<file path="src/sbg_consts.vh">
// constants for the serial baud rate generator
// Function
// divisor is high register bits 4:0 over low register bits 7:0, thirteen bits.
// high write is buffered; working divisor updates only on low register write.
// divisor zero stops generator: no counting, no ticks.
// divisor 1..8191 gives bit rate bus clock over sixteen times divisor.
// low register resets non-zero; generator idle until receiver or transmitter enabled.
// high bit 7 with line-break flag set requests interrupt.
// high bit 6 with rx-pin edge flag set requests interrupt.
// counter emits one oversample tick every divisor cycles, sixteen per bit.
`ifndef SBG_CONSTS_VH
`define SBG_CONSTS_VH
`define SBG_ADDR_W 3
`define SBG_OFS_BDH 3'h0
`define SBG_OFS_BDL 3'h1
`define SBG_OFS_CTL2 3'h2
`define SBG_OFS_STAT 3'h3
`define SBG_OFS_CLR 3'h4
`define SBG_OFS_IEN 3'h5
`define SBG_BDH_RST 8'h00
`define SBG_BDL_RST 8'h04
`define SBG_BIT_LBKIE 7
`define SBG_BIT_RXEIE 6
`define SBG_BIT_TE 3
`define SBG_BIT_RE 2
`define SBG_DIV_W 13
`define SBG_OVS_RATE 5'h10
`define SBG_NUM_EV 2
`endif

</file>
<file path="src/sbg_tick_gen.v">
// baud tick counter: oversample tick and bit tick
`timescale 1ns/1ps
`default_nettype none
`include "sbg_consts.vh"
module sbg_tick_gen (
  // clock and reset
  input wire clock,
  input wire rst_b,
  // control
  input wire run,
  input wire [`SBG_DIV_W-1:0] divisor,
  // ticks
  output reg ovs_tick_ff,
  output reg bit_tick_ff
);
  reg [`SBG_DIV_W-1:0] cnt_ff;
  reg [3:0] ovs_ff;
  wire active;
  wire hit;
  assign active = run && (divisor != 13'h0000);
  assign hit = active && (cnt_ff >= divisor - 13'h0001);
  always @(posedge clock or negedge rst_b) begin
    if (!rst_b) begin
      cnt_ff <= 13'h0000;
      ovs_ff <= 4'h0;
      ovs_tick_ff <= 1'b0;
      bit_tick_ff <= 1'b0;
    end else if (!active) begin
      cnt_ff <= 13'h0000;
      ovs_ff <= 4'h0;
      ovs_tick_ff <= 1'b0;
      bit_tick_ff <= 1'b0;
    end else begin
      cnt_ff <= hit ? 13'h0000 : cnt_ff + 13'h0001;
      ovs_tick_ff <= hit;
      if (hit) begin
        ovs_ff <= ovs_ff + 4'h1;
      end
      bit_tick_ff <= hit && (ovs_ff == 4'hf);
    end
  end
endmodule // sbg_tick_gen
`default_nettype wire

</file>
<file path="src/sbg_baud_gen.v">
// serial baud rate generator with divisor registers and interrupt logic
`timescale 1ns/1ps
`default_nettype none
`include "sbg_consts.vh"
module sbg_baud_gen (
  // clock and reset
  input wire clock,
  input wire rst_b,
  // register port
  input wire [`SBG_ADDR_W-1:0] addr,
  input wire [7:0] wdata,
  input wire wr,
  input wire rd,
  output reg [7:0] rdata_ff,
  // event flags from receiver logic
  input wire line_break_detected_flag,
  input wire rx_pin_edge_flag,
  // outputs
  output wire ovs_tick,
  output wire bit_tick,
  output wire [`SBG_DIV_W-1:0] baud_divisor_value,
  output wire receiver_enable,
  output wire transmitter_enable,
  output wire irq
);
  reg [7:0] bdh_buf_ff;
  reg [4:0] bdh_work_ff;
  reg [7:0] bdl_ff;
  reg [7:0] ctl2_ff;
  reg started_ff;
  reg [`SBG_NUM_EV-1:0] stat_ff;
  reg [`SBG_NUM_EV-1:0] ien_ff;
  reg [`SBG_NUM_EV-1:0] ev_prev_ff;
  wire [`SBG_NUM_EV-1:0] ev_in;
  wire [`SBG_NUM_EV-1:0] ev_rise;
  wire wr_bdh;
  wire wr_bdl;
  wire wr_ctl2;
  wire wr_clr;
  wire wr_ien;
  wire line_break_irq_enable;
  wire rx_pin_edge_irq_enable;
  wire flag_irq;
  reg [7:0] nxt_rdata;
  genvar gi;

  assign wr_bdh = wr && (addr == `SBG_OFS_BDH);
  assign wr_bdl = wr && (addr == `SBG_OFS_BDL);
  assign wr_ctl2 = wr && (addr == `SBG_OFS_CTL2);
  assign wr_clr = wr && (addr == `SBG_OFS_CLR);
  assign wr_ien = wr && (addr == `SBG_OFS_IEN);

  assign baud_divisor_value = {bdh_work_ff, bdl_ff};
  assign receiver_enable = ctl2_ff[`SBG_BIT_RE];
  assign transmitter_enable = ctl2_ff[`SBG_BIT_TE];
  assign line_break_irq_enable = bdh_buf_ff[`SBG_BIT_LBKIE];
  assign rx_pin_edge_irq_enable = bdh_buf_ff[`SBG_BIT_RXEIE];

  // registers
  always @(posedge clock or negedge rst_b) begin
    if (!rst_b) begin
      bdh_buf_ff <= `SBG_BDH_RST;
      bdh_work_ff <= 5'h00;
      bdl_ff <= `SBG_BDL_RST;
      ctl2_ff <= 8'h00;
      ien_ff <= 2'h0;
    end else begin
      if (wr_bdh) begin
        bdh_buf_ff <= wdata;
      end
      if (wr_bdl) begin
        bdl_ff <= wdata;
        bdh_work_ff <= bdh_buf_ff[4:0];
      end
      if (wr_ctl2) begin
        ctl2_ff <= wdata;
      end
      if (wr_ien) begin
        ien_ff <= wdata[`SBG_NUM_EV-1:0];
      end
    end
  end

  // generator stays idle after reset until a first enable write
  always @(posedge clock or negedge rst_b) begin
    if (!rst_b) begin
      started_ff <= 1'b0;
    end else if (wr_ctl2 && (wdata[`SBG_BIT_RE] || wdata[`SBG_BIT_TE])) begin
      started_ff <= 1'b1;
    end
  end

  // sticky event status, set wins over clear
  assign ev_in = {rx_pin_edge_flag, line_break_detected_flag};
  generate
    for (gi = 0; gi < `SBG_NUM_EV; gi = gi + 1) begin : g_ev
      assign ev_rise[gi] = ev_in[gi] && !ev_prev_ff[gi];
      always @(posedge clock or negedge rst_b) begin
        if (!rst_b) begin
          ev_prev_ff[gi] <= 1'b0;
          stat_ff[gi] <= 1'b0;
        end else begin
          ev_prev_ff[gi] <= ev_in[gi];
          if (ev_rise[gi]) begin
            stat_ff[gi] <= 1'b1;
          end else if (wr_clr && wdata[gi]) begin
            stat_ff[gi] <= 1'b0;
          end
        end
      end
    end
  endgenerate

  // direct flag requests plus masked sticky status
  assign flag_irq = (line_break_irq_enable && line_break_detected_flag)
    || (rx_pin_edge_irq_enable && rx_pin_edge_flag);
  assign irq = flag_irq || |(stat_ff & ien_ff);

  // read data one cycle after strobe
  always @* begin
    nxt_rdata = 8'h00;
    case (addr)
      `SBG_OFS_BDH: nxt_rdata = {bdh_buf_ff[7:6], 1'b0, bdh_buf_ff[4:0]};
      `SBG_OFS_BDL: nxt_rdata = bdl_ff;
      `SBG_OFS_CTL2: nxt_rdata = ctl2_ff;
      `SBG_OFS_STAT: nxt_rdata = {6'h00, stat_ff};
      `SBG_OFS_IEN: nxt_rdata = {6'h00, ien_ff};
      default: nxt_rdata = 8'h00;
    endcase
  end

  always @(posedge clock or negedge rst_b) begin
    if (!rst_b) begin
      rdata_ff <= 8'h00;
    end else if (rd) begin
      rdata_ff <= nxt_rdata;
    end else begin
      rdata_ff <= 8'h00;
    end
  end

  sbg_tick_gen u_tick (
    .clock(clock),
    .rst_b(rst_b),
    .run(started_ff),
    .divisor(baud_divisor_value),
    .ovs_tick_ff(ovs_tick),
    .bit_tick_ff(bit_tick)
  );
endmodule // sbg_baud_gen
`default_nettype wire

</file>
<file path="config.mk">
export PLATFORM = sky130hd
export DESIGN_NAME = sbg_baud_gen
export DESIGN_NICKNAME = d
export VERILOG_FILES = /design/src/sbg_tick_gen.v /design/src/sbg_baud_gen.v
export VERILOG_INCLUDE_DIRS = /design/src
export SDC_FILE = /design/constraint.sdc
export NUM_CORES = 1
export LEC_CHECK = 0
export ABC_AREA = 1
export BUFFER_PORTS_ARGS = -buffer_cell sky130_fd_sc_hd__clkbuf_2
export CORE_ASPECT_RATIO = 1.2
export CORE_UTILIZATION = 36
export CTS_CLUSTER_DIAMETER = 30
export DETAILED_ROUTE_END_ITERATION = 7
export GPL_ROUTABILITY_DRIVEN = 0
export RECOVER_POWER = 25
export SLEW_MARGIN = 20
export SYNTH_ARGS = -nofsm -noshare
export SYNTH_HDL_FRONTEND = slang
export SYNTH_HIERARCHICAL = 1
export SYNTH_SLANG_ARGS = --single-unit
</file>
<file path="constraint.sdc">
create_clock -name clock -period 3.61 [get_ports clock]
set_input_delay 0.5415 -clock clock [delete_from_list [all_inputs] [get_ports clock]]
set_output_delay 0.5415 -clock clock [all_outputs]
set_load 0.1 [all_outputs]
</file>
== Yosys cells after proc, flatten, opt, wreduce, memory -nomap -nowiden ==
Cells that the tools add are included.

* Input bits: 17
* Logic and storage cells: 64
* Flip-flop bits (word level): 63
* Output and inout port bits: 26

* $lt $le $gt $ge: 1
* Bitwise gates (word level): 1
* Mux-type cells: 12
* Equality and inequality tests: 7
* Add/subtract/negate cells: 3
* Reduce and logical (&&, ||, !) cells: 25

{| class="wikitable"
|+ Operator list
! cell !! count
|-
| one-hot mux 8 bit (5 select lines) || 1
|-
| two-way mux 13 bit || 2
|-
| logical AND 1 bit || 15
|-
| adder 13 x 1 -> 13 bit, second input constant || 1
|-
| greater-or-equal comparator 13 bit || 1
|-
| nonzero test 13 bit || 1
|-
| subtractor 13 x 1 -> 13 bit, second input constant || 1
|-
| two-way mux 4 bit || 2
|-
| two-way mux 8 bit || 1
|-
| equality test 3 x 2 -> 1 bit, second input constant || 2
|-
| equality test 3 bit, second input constant || 2
|-
| two-way mux 1 bit || 6
|-
| adder 4 x 1 -> 4 bit, second input constant || 1
|-
| equality test 4 bit, second input constant || 1
|-
| nonzero test 2 bit || 2
|-
| equality test 3 x 1 -> 1 bit, second input constant || 1
|-
| zero test 3 bit || 1
|-
| logical OR 1 bit || 3
|-
| AND 2 bit || 1
|-
| zero test 1 bit || 2
|-
| != test 2 bit, second input constant || 1
|-
| OR reduction 2 bit || 1
|}

== Logic depth before layout (Yosys ltp) ==
Gate-level depths: netlist of the first run.

* Word-level depth: 5
* Depth in mapped cells: 16

== Hierarchy ==
The synthesis of the first run kept the hierarchy.

{| class="wikitable"
|+ Modules (own cells, without submodules)
! module !! seq. area each (um^2) !! area each (um^2) !! cells an instance !! times used
|-
| sbg_baud_gen || 1077.3 || 1834.3 || 204 || 1
|-
| sbg_tick_gen || 475.5 || 1566.5 || 212 || 1
|}

== Worst setup path before layout of the first run ==
Ideal clock, no wire load.

* Path kind: register to register
* Start: register bdl_ff[0]
* End: register u_tick.cnt_ff[0]
* Cell stages (with the launch flop): 16
* Arrival: 2.948 ns
* Slack: 0.593 ns
* Setup time: 0.069 ns
* Cells stage by stage: dfrtp_1 > inv_1 > ha_1 > nand2_1 > nor2_1 > nand3_1 > xor2_1 > ha_1 > nand2_1 > inv_1 > a21oi_1 > nand2_1 > nor2_2 > nand3_4 > buf_6 > nor2_2

* Word-level cells in the longest chain between the ends: 5

{| class="wikitable"
|+ RTL lines
! what !! RTL line !! RTL
|-
| start, declared || sbg_baud_gen.v:28 || <nowiki>reg [7:0] bdl_ff;</nowiki>
|-
| start signal, assigned || sbg_baud_gen.v:64 || <nowiki>bdl_ff <= `SBG_BDL_RST;</nowiki>
|-
| start signal, assigned || sbg_baud_gen.v:72 || <nowiki>bdl_ff <= wdata;</nowiki>
|-
| subtractor 13 x 1 -> 13 bit or nonzero test 13 bit (tied branches) || sbg_tick_gen.v:21, sbg_tick_gen.v:20 ||
|-
| greater-or-equal comparator 13 bit or logical AND 1 bit (tied branches) || sbg_tick_gen.v:21, sbg_tick_gen.v:20 ||
|-
| logical AND 1 bit || sbg_tick_gen.v:21 || <nowiki>assign hit = active && (cnt_ff >= divisor - 13'h0001);</nowiki>
|-
| two-way mux 13 bit || sbg_tick_gen.v:34 || <nowiki>cnt_ff <= hit ? 13'h0000 : cnt_ff + 13'h0001;</nowiki>
|-
| two-way mux 13 bit (*) || sbg_tick_gen.v:28 || <nowiki>end else if (!active) begin</nowiki>
|-
| end signal, assigned || sbg_tick_gen.v:34 ||
|-
| end, declared || sbg_tick_gen.v:16 || <nowiki>reg [`SBG_DIV_W-1:0] cnt_ff;</nowiki>
|}

Mark *: on every way between the ends. The rest lies on a longest branch, timed or not.
A chain may end at the register's enable or synchronous reset.

== Final worst setup path of the first run ==
* Start: register bdl_ff[0]
* End: register u_tick.cnt_ff[11]

The elaborated chain is that of the path after synthesis.

==> results.yml, run 1 <==
drt:
  wire_per_inst_um: 12.8
  ant_nets: 0
  dr.pass1.iters: 5
  vias_per_cell: 4.74
  vias: 2788
  drt_iter0_markers: 99
  route.detailed.drc: 0
  routed_wl_um: 7500
sta:
  finalSetupViolations: 0
  post-route-min-period_ns: 2.79
  fin_worst_skew_ns: 0.0198
  fin_setup_tns_ns: 0
  worst_slew_pin_slew_ns: 1.73
  rsz0062_at_grt: "no"
  max_freq_mhz: 359
  report.final.slew_viol_count: 34
  finalHoldViolCount: 0
  worst_slew_margin_rel_pct: -15.4
  finalCritPeriodShare_pct: 77.2
  worst_slack_ns: 0.821
synth:
  synth-edff-count: 0
  synth_commonest_cells: "nand2_1 (114), dfrtp_1 (61), inv_1 (50)"
  syn-mean-instance-area_um2: 8.17
  synth_area_leaders: "dfrtp_1 (45%), nand2_1 (13%), ha_1 (6.3%)"
  synth_area_leader_cell: "dfrtp_1"
  async_flop_share_pct: 100
  ys.flop_type: "dfrtp_1"
  syn-cell-area_mm2: 0.00340
  yosysTopAreaCellShare_pct: 44.9
  synth_most_common_cell: "nand2_1"
  yosysWarnings: 6
  yosysSeqAreaShare_pct: 45.7
  synthCells: 416
  synth_seq_cells: 62
  synth_nets: 450
  synth_cell_type_count: 27
grt:
  first_global_vias: 2694
  overflow: 0
  grtUsageTotal_pct: 16.6
  antenna_found_initial: 0
  grt_pass1_wl_um: 12600
  grt_max_degree: 34
die:
  start_util_pct: 37.3
  die_w_um: 90.7
  pin_count: 43
  core_mm2: 0.00913
  core.rowCount: 38
  dieHeight_um: 108
  die_area_mm2: 0.00984
cts:
  clock_tree.buffer_depth: 2
  hold_buffers: 0
  cts.sinks: 62
  cts.repair.resized: 0
  clk_pin_slew_worst_paths_ns: 0.07
  htree_levels: 3
  worst_skew_pair.late_latency_ns: 0.35
  cts_root_buffer: "clkbuf_8"
  cts_buffers: 9
  cts_tree: "built"
  cts_setup_buffers: 0
power:
  p_per_area_mw_per_mm2: 650
  ir_drop_v: 0.000363
  leakage_nw: 2.08
layout:
  ff_latch_area_mm2: 0.00155
  fin_nets: 497
  multi_input_area_mm2: 0.00160
  syn2layout_area_growth_pct: 15.6
  drive_gt1_share_pct: 18.2
  fill_cells: 956
  n_antenna_cell: 0
worst_setup_path:
  required_ns: 3.88
  cp_max_fo: 13
  critPathTopFamily: "simple AND/OR/NAND/NOR gates"
  critPathSlowestCell: "dfrtp_1"
  path_buf_inv: 2
  max_stage_delay_ns: 0.40
  critPathLaunchType: "register"
  crit_top_cell: "nand2_1"
  endpoint_kind: "register"
  arrival_ns: 3.06
  path_class: "reg -> reg"
  crit_chain: "inv_1 > ha_1 > nand2_1 > nor2_1 > nand3_1 > xor2_1 > ha_1 > nand2_1 > inv_1 > a21oi_1 > nand2_1 > nor2_2 > nand3_4 > nor2_1"
run_status:
  status: "complete, but fails checks"
  violations: "capacitance limit, slew limit"
flow_run:
  max_cap_viol_count: 1
placement:
  dp_worst_setup_slack_ns: 0.833
  io_buffer_count: 42
  hpwl_um: 5680
min_path:
  hp-class: "in -> reg"
-- flip-flops by register name, indices dropped and copies added, names as in the netlist, 2 cells and up --
register       cells
ctl2_ff            8
bdl_ff             8
ev_prev_ff         2
ien_ff             2
bdh_work_ff        5
rdata_ff           8
u_tick/ovs_ff      4
stat_ff            2
u_tick/cnt_ff     13
bdh_buf_ff         7
-- cell usage in the layout (no fill, tap or decap) --
master	count
nor3_2	1
o21ai_0	7
dfrtp_1	61
bufinv_16	2
a21oi_1	4
ha_1	17
nand3_4	1
nand2_4	1
xor2_1	15
nand2_2	2
dfstp_2	1
nand2_1	114
buf_4	2
xnor2_1	5
nor2_2	13
nand3b_1	1
inv_2	3
clkbuf_1	6
clkbuf_8	9
nand3_1	42
o21ai_1	17
nor3_4	2
nand4_1	8
clkbuf_2	38
a21boi_4	1
clkinvlp_4	2
inv_6	1
nor2_1	36
inv_1	50
o21ai_2	6
-- cell families after synthesis --
kind of cell    synth area share (%)
xor+xnor                        5.15
compound gates                  6.22
fa+ha+maj                       6.25
simple gates                    29.3
buf+inv                         7.43
flops                           45.7
-- power breakdown --
group	switching (mW)	internal (mW)	total, mW
clock network	0.282	0.392	0.673
registers	0.133	0.808	0.941
logic	0.694	0.247	0.941
-- area by class of cell --
| type | count | area share, % |
|---|---|---|
| repair buffers | 44 | 5.60 |
| clock buffers | 11 | 3.34 |
| inverters | 53 | 5.06 |
| multi-input cells | 293 | 40.6 |
| well taps | 120 | 3.82 |
| clock inverters | 5 | 2.13 |
| flip-flops and latches | 62 | 39.5 |
-- path summary, 6_finish.rpt --
path                                  startpoint                end  slack [ns]  cells past startpoint
worst min register to register     ev_prev_ff[0]         stat_ff[0]        0.43                      1
min in group asynchronous                  rst_b        rdata_ff[1]        0.65                      1
worst max-delay path                   bdl_ff[0]  u_tick/cnt_ff[11]        0.82                     14
max in group asynchronous                  rst_b          bdl_ff[2]        1.72                      2
worst min-delay path            rx_pin_edge_flag      ev_prev_ff[1]        0.34                      1
worst max register to register         bdl_ff[0]  u_tick/cnt_ff[11]        0.82                     14
-- layer usage --
metal  part of all wire [%]  up-vias  GRT usage, %
met5                      0        -             0
met3                    3.4       11          4.50
met1                     45     1309          19.1
li1                       -     1421             -
met4                    1.7        0          6.22
met2                     50       47          29.4
-- stage by stage --
stage          cells  instance area, um2  util [%]  hold slack, ns  power (mW)
2_1_floorplan    416                3400         -           0.246        1.70
3_3_place_gp     572                3720      40.8           0.402        1.88
3_5_place_dp     572                3720      40.8           0.421        1.90
4_1_cts          588                3940      43.1           0.301        2.58
5_1_grt          588                3930      43.1           0.329        2.71
6_report         588                3930      43.1           0.342        2.55
No activity file was read; power rests on OpenSTA's default activity.
==> inputs of run 2 (changes only) <==
--- a/config.mk
+++ b/config.mk
@@ -6,7 +6,7 @@
 export SDC_FILE = /design/constraint.sdc
 export NUM_CORES = 1
 export LEC_CHECK = 0
-export ABC_AREA = 1
+export ABC_AREA = 0
 export BUFFER_PORTS_ARGS = -buffer_cell sky130_fd_sc_hd__clkbuf_2
 export CORE_ASPECT_RATIO = 1.2
 export CORE_UTILIZATION = 36
==> constraint.sdc (replaced) <==
create_clock -name clock -period 2.4 [get_ports clock]
set_input_delay 0.36 -clock clock [delete_from_list [all_inputs] [get_ports clock]]
set_output_delay 0.36 -clock clock [all_outputs]
set_load 0.1 [all_outputs]
==> run 2 against run 1 <==
Net effect:
- synthesized area shrank 4.8%
- the flow finishes with violations (capacitance limit, slew limit, setup timing)
- critical path depth shrank 4
- design area grew 4.0%
- fmax grew 0.30%
- flip-flop and latch count is the same
- critical path type unchanged
- core utilization grew 4.2 points
- worst setup slack lost 1.2 ns
- via count shrank 13%
- final cell count shrank 18%
- hold slack lost 0.19 ns
- die area shrank 4.7%
==> results.yml, run 2 <==
sta:
  rsz0062_at_grt: "yes"
  post-route-min-period_ns: 2.78
  fin_setup_tns_ns: -6.39
  max_freq_mhz: 360
  whs_ns: 0.151
  fin_worst_skew_ns: 0.0107
  worst_slew_margin_rel_pct: -14.4
  finalSetupViolations: 19
  worst_slew_pin_slew_ns: 1.72
  report.final.slew_viol_count: 34
  finalCritPeriodShare_pct: 116
  worst_slack_ns: -0.380
  finalHoldViolCount: 0
placement:
  placedCellCount: 469
  io_buffer_count: 42
  hpwl_um: 5880
layout:
  syn2layout_area_growth_pct: 26.3
  fill_cells: 831
  fin_nets: 397
  n_antenna_cell: 0
  drive_gt1_share_pct: 40.8
  final_common_cell: "dfrtp_1"
  final_cell_mix: "dfrtp_1 (54), clkbuf_2 (40), buf_4 (31)"
  stdcell_count: 485
  largest_reg_flops: 13
  largest_register: "u_tick/cnt_ff"
  final_util_pct: 47.2
cts:
  clk_pin_slew_worst_paths_ns: 0.07
  cts_buffers: 9
  cts_setup_buffers: 0
  cts.sinks: 62
  htree_levels: 3
  clock_tree.buffer_depth: 2
  cts_tree: "built"
  worst_skew_pair.late_latency_ns: 0.35
  cts_root_buffer: "clkbuf_8"
drt:
  ant_nets: 0
  vias_per_cell: 5.02
  vias: 2435
  wire_per_inst_um: 15.9
  drt_iter0_markers: 126
  dr.pass1.iters: 4
  route.detailed.drc: 0
  routed_wl_um: 7690
die:
  die_w_um: 88.6
  start_util_pct: 37.4
  core.rowCount: 37
  dieHeight_um: 106
  die_area_mm2: 0.00938
  pin_count: 43
  core_mm2: 0.00866
flow_run:
  max_cap_viol_count: 1
synth:
  synth_seq_cells: 62
  yosysWarnings: 6
  synth_cell_type_count: 40
  synth_area_leader_cell: "dfrtp_1"
  async_flop_share_pct: 100
  yosysSeqAreaShare_pct: 48.0
  syn-cell-area_mm2: 0.00324
  syn-mean-instance-area_um2: 11.4
  ys.flop_type: "dfrtp_1"
  synth-edff-count: 0
  synth_most_common_cell: "dfrtp_1"
  synth_commonest_cells: "dfrtp_1 (61), mux2_2 (30), nand2_1 (23)"
  synthCells: 285
  synth_area_leaders: "dfrtp_1 (47%), mux2_2 (10%), ha_1 (6.6%)"
  yosysTopAreaCellShare_pct: 47.2
  synth_nets: 319
run_status:
  violations: "capacitance limit, slew limit, setup timing"
  status: "complete, but fails checks"
grt:
  grtUsageTotal_pct: 18.6
  first_global_vias: 2504
  overflow: 0
  grt_pass1_wl_um: 12800
  antenna_found_initial: 0
  grt_max_degree: 34
worst_setup_path:
  cp_max_fo: 4
  critPathLaunchType: "register"
  required_ns: 2.67
  arrival_ns: 3.05
  path_class: "reg -> reg"
  endpoint_kind: "register"
min_path:
  hp-class: "in -> reg"
power:
  ir_drop_v: 0.000459
  p_per_area_mw_per_mm2: 1010
  finalPower_mw: 4.13
  leakage_nw: 1.91
[run 2: cell families after synthesis]
family	Yosys count	synth area share (%)
and+or+nand+nor	103	17.1
xor gates and xnor gates	22	5.95
DFF	62	48.0
AOI/OAI and AO/OA	24	4.87
adders and majority gates	17	6.57
buffers and inverters	15	2.86
muxes	42	14.7
[run 2: final timing paths]
path / from / endpoint / slack (ns) / cells after the start
worst max-delay path: bdl_ff[5] / u_tick/ovs_ff[3] / -0.38 / 10
worst min-delay path: line_break_detected_flag / ev_prev_ff[0] / 0.15 / 1
worst max register to register: bdl_ff[5] / u_tick/ovs_ff[3] / -0.38 / 10
worst min register to register: started_ff / started_ff / 0.49 / 1
max in group asynchronous: rst_b / u_tick/ovs_ff[3] / 0.59 / 2
min in group asynchronous: rst_b / bdh_work_ff[1] / 0.44 / 1
[run 2: power by group]
part | switching (mW) | internal, mW
Combinational | 1.11 | 0.587
Sequential | 0.183 | 1.25
Clock | 0.418 | 0.584
[run 2: timing repair]
item	CTS	global route
hold buffers	0	0
gates cloned	0	0
endpoints found under the setup margin	19	19
pin swaps	3	4
gates resized for setup	6	5
[run 2: final cells by class]
type,count,area (um2),area share (%)
clock inverter,6,87.6,2.14
clock buffer,10,128,3.12
tap,117,146,3.58
timing repair buffer,75,455,11.1
multi-input combinational,208,1670,40.9
inverter,7,26.3,0.643
sequential,62,1570,38.4
[run 2: stage by stage]
step	instance area, um2	setup WS [ns]
floorplan	3290	-0.504
global placement	3840	-0.313
global route	4090	-0.544
finish	4090	-0.380
detailed placement	3840	-0.389
CTS	4080	-0.369
[run 2: metal layers]
metal / GRT usage [%] / vias to the layer above / wire length [um]
met5: 0 / - / 0
met2: 30.7 / 54 / 3940
met4: 9.79 / 0 / 236
met1: 22.6 / 1209 / 3260
li1: - / 1156 / -
met3: 3.52 / 16 / 245
[run 2: critical path: stages, from the launching register on]
cell and delay, ns:
dfrtp_4 0.49, nor3_4 0.20, and2_4 0.17, nand2_2 0.05, or3_4 0.33, xor2_1 0.15, ha_1 0.30, nand4_1 0.14
a311o_1 0.45, a31oi_2 0.23, mux2i_1 0.20
==> inputs of run 3 (changes only) <==
--- a/config.mk
+++ b/config.mk
@@ -12,7 +12,6 @@
 export CORE_UTILIZATION = 36
 export CTS_CLUSTER_DIAMETER = 30
 export DETAILED_ROUTE_END_ITERATION = 7
-export GPL_ROUTABILITY_DRIVEN = 0
 export RECOVER_POWER = 25
 export SLEW_MARGIN = 20
 export SYNTH_ARGS = -nofsm -noshare
==> constraint.sdc (replaced) <==
create_clock -name clock -period 3 [get_ports clock]
set_input_delay 0.45 -clock clock [delete_from_list [all_inputs] [get_ports clock]]
set_output_delay 0.45 -clock clock [all_outputs]
set_load 0.1 [all_outputs]
==> run 3 against run 2 <==
Net effect:
- largest cell class unchanged
- first-iteration DRC count down 62%
- critical path depth rose by 1
- hold slack improved by 0.10 ns
- highest routed layer unchanged
- largest power group is now registers
- flip-flop and latch count stayed put
- the run ends with capacitance limit, slew limit left
- die area did not move
==> results.yml, run 3 (same netlist as run 2, synthesis figures left out) <==
worst_setup_path:
  arrival_ns: 3.16
  cp_max_fo: 6
  r2r_start: "bdl_ff[5]"
  rr_worst_depth: 11
  required_ns: 3.27
  path_class: "reg -> reg"
  r2r_slack_ns: 0.10
  r2r_end: "u_tick/ovs_ff[0]"
  endpoint_kind: "register"
  critPathLaunchType: "register"
grt:
  grtUsageTotal_pct: 16.7
  overflow: 0
  grt_max_degree: 34
  first_global_vias: 2375
  grt_pass1_wl_um: 11600
  antenna_found_initial: 0
power:
  p_per_area_mw_per_mm2: 797
  clkPwrFrac_pct: 23.5
  p_sw_mw: 1.31
  sw_frac_of_total_pct: 42.8
  pwr-share-seq_pct: 38.3
  leakage_nw: 1.77
  ir_drop_v: 0.000548
  combPwrFrac_pct: 38.1
  finalPower_mw: 3.07
  p_int_mw: 1.76
drt:
  routed_wl_um: 6990
  dr.pass1.iters: 4
  vias_per_cell: 4.92
  ant_nets: 0
  route.detailed.drc: 0
  vias: 2269
  drt_iter0_markers: 48
  wire_per_inst_um: 15.2
sta:
  finalHoldViolCount: 0
  fin_worst_skew_ns: 0.0130
  fin_setup_tns_ns: 0
  post-route-min-period_ns: 2.90
  finalSetupViolations: 0
  finalCritPeriodShare_pct: 96.5
  report.final.slew_viol_count: 34
  max_freq_mhz: 345
  worst_slew_pin_slew_ns: 1.77
  worst_slack_ns: 0.105
  whs_ns: 0.254
  worst_slew_margin_rel_pct: -18.0
layout:
  syn2layout_area_growth_pct: 19.0
  fin_nets: 373
  drive_gt1_share_pct: 35.5
  fill_cells: 838
  final_common_cell: "dfrtp_1"
  largest_register: "u_tick/cnt_ff"
  largest_reg_flops: 13
  n_antenna_cell: 0
  final_cell_mix: "dfrtp_1 (54), clkbuf_2 (39), mux2_2 (30)"
min_path:
  hp-class: "in -> reg"
  hold_depth: 1
  worstHoldEndpoint: "ev_prev_ff[1]"
  hp-start: "rx_pin_edge_flag"
placement:
  gp_congestion: 0.789
  io_buffer_count: 42
  hpwl_um: 5260
  dp_worst_setup_slack_ns: 0.0531
cts:
  cts_buffers: 9
  cts_tree: "built"
  clock_tree.buffer_depth: 2
  cts_setup_buffers: 0
  clk_pin_slew_worst_paths_ns: 0.07
  cts.sinks: 62
  worst_skew_pair.late_latency_ns: 0.35
  hold_buffers: 0
  cts_root_buffer: "clkbuf_8"
  htree_levels: 3
die:
  start_util_pct: 37.4
  core.rowCount: 37
  core_mm2: 0.00866
  pin_count: 43
  dieHeight_um: 106
  die_area_mm2: 0.00938
  die_w_um: 88.6
flow_run:
  max_cap_viol_count: 1
run_status:
  status: "complete, but fails checks"
  violations: "capacitance limit, slew limit"
## run 3: cell types whose count changed in the layout (fill, tap and decap cells not counted), moves of 2 or more
cell and change:
buf_4 -24, clkbuf_1 +2, clkinv_4 -2, nor2_2 +2
## run 3: worst max-delay path, cell delays in order (launching register included)
cell and delay [ns]:
dfrtp_4 0.52, nor3_4 0.22, and2_4 0.19, nand2_1 0.07
or3_1 0.32, xor2_1 0.15, ha_1 0.32, a211oi_2 0.18
nor2_1 0.08, nor3_2 0.30, and3_4 0.29, mux2i_1 0.18
## run 3: what timing repair did
| item | 4_1_cts | 5_1_grt |
|---|---|---|
| gates resized for setup | 0 | 11 |
| setup endpoints to repair | 0 | 18 |
| hold endpoints to repair | 0 | 0 |
## run 3: worst max-delay path by stage
stage          startpoint               end  cells after the start
6_report        bdl_ff[5]  u_tick/ovs_ff[0]                     11
5_1_grt         bdl_ff[5]  u_tick/ovs_ff[0]                     11
3_3_place_gp    bdl_ff[3]  u_tick/ovs_ff[0]                     11
2_1_floorplan   bdl_ff[5]  u_tick/cnt_ff[1]                     11
4_1_cts         bdl_ff[5]  u_tick/ovs_ff[0]                     11
3_5_place_dp    bdl_ff[5]  u_tick/ovs_ff[0]                     11
## run 3: per-stage QoR
| stage | cells | instance area [um2] | utilization [%] |
|---|---|---|---|
| 3_3_place_gp | 445 | 3620 | 41.8 |
| 2_1_floorplan | 285 | 3260 | - |
| 5_1_grt | 461 | 3850 | 44.5 |
| 6_report | 461 | 3850 | 44.5 |
| 4_1_cts | 461 | 3810 | 44.1 |
| 3_5_place_dp | 445 | 3620 | 41.8 |
## run 3: final cells by class
cell class	instances	area, um2	area share [%]
multi-input cells	208	1640	42.7
flip-flops and latches	62	1570	40.7
repair buffers	51	274	7.12
well taps	117	146	3.80
clock buffers	12	145	3.77
clock inverters	4	47.5	1.23
inverters	7	26.3	0.682
## run 3: power by group through the flow
stage          logic (mW)  clock network [mW]  registers [mW]
4_1_cts              1.17               0.739            1.17
2_1_floorplan       0.472                   0            1.60
6_report             1.17               0.723            1.18
3_3_place_gp         1.15                   0            1.18
3_5_place_dp         1.17                   0            1.19
5_1_grt              1.27               0.786            1.20
## run 3: layer usage
layer,track usage [%],up-vias,share of wire [%]
li1,-,1114,-
met1,19.7,1111,43
met2,28.5,34,52
met3,4.86,10,2.9
met4,5.65,0,1.2
met5,0,-,0
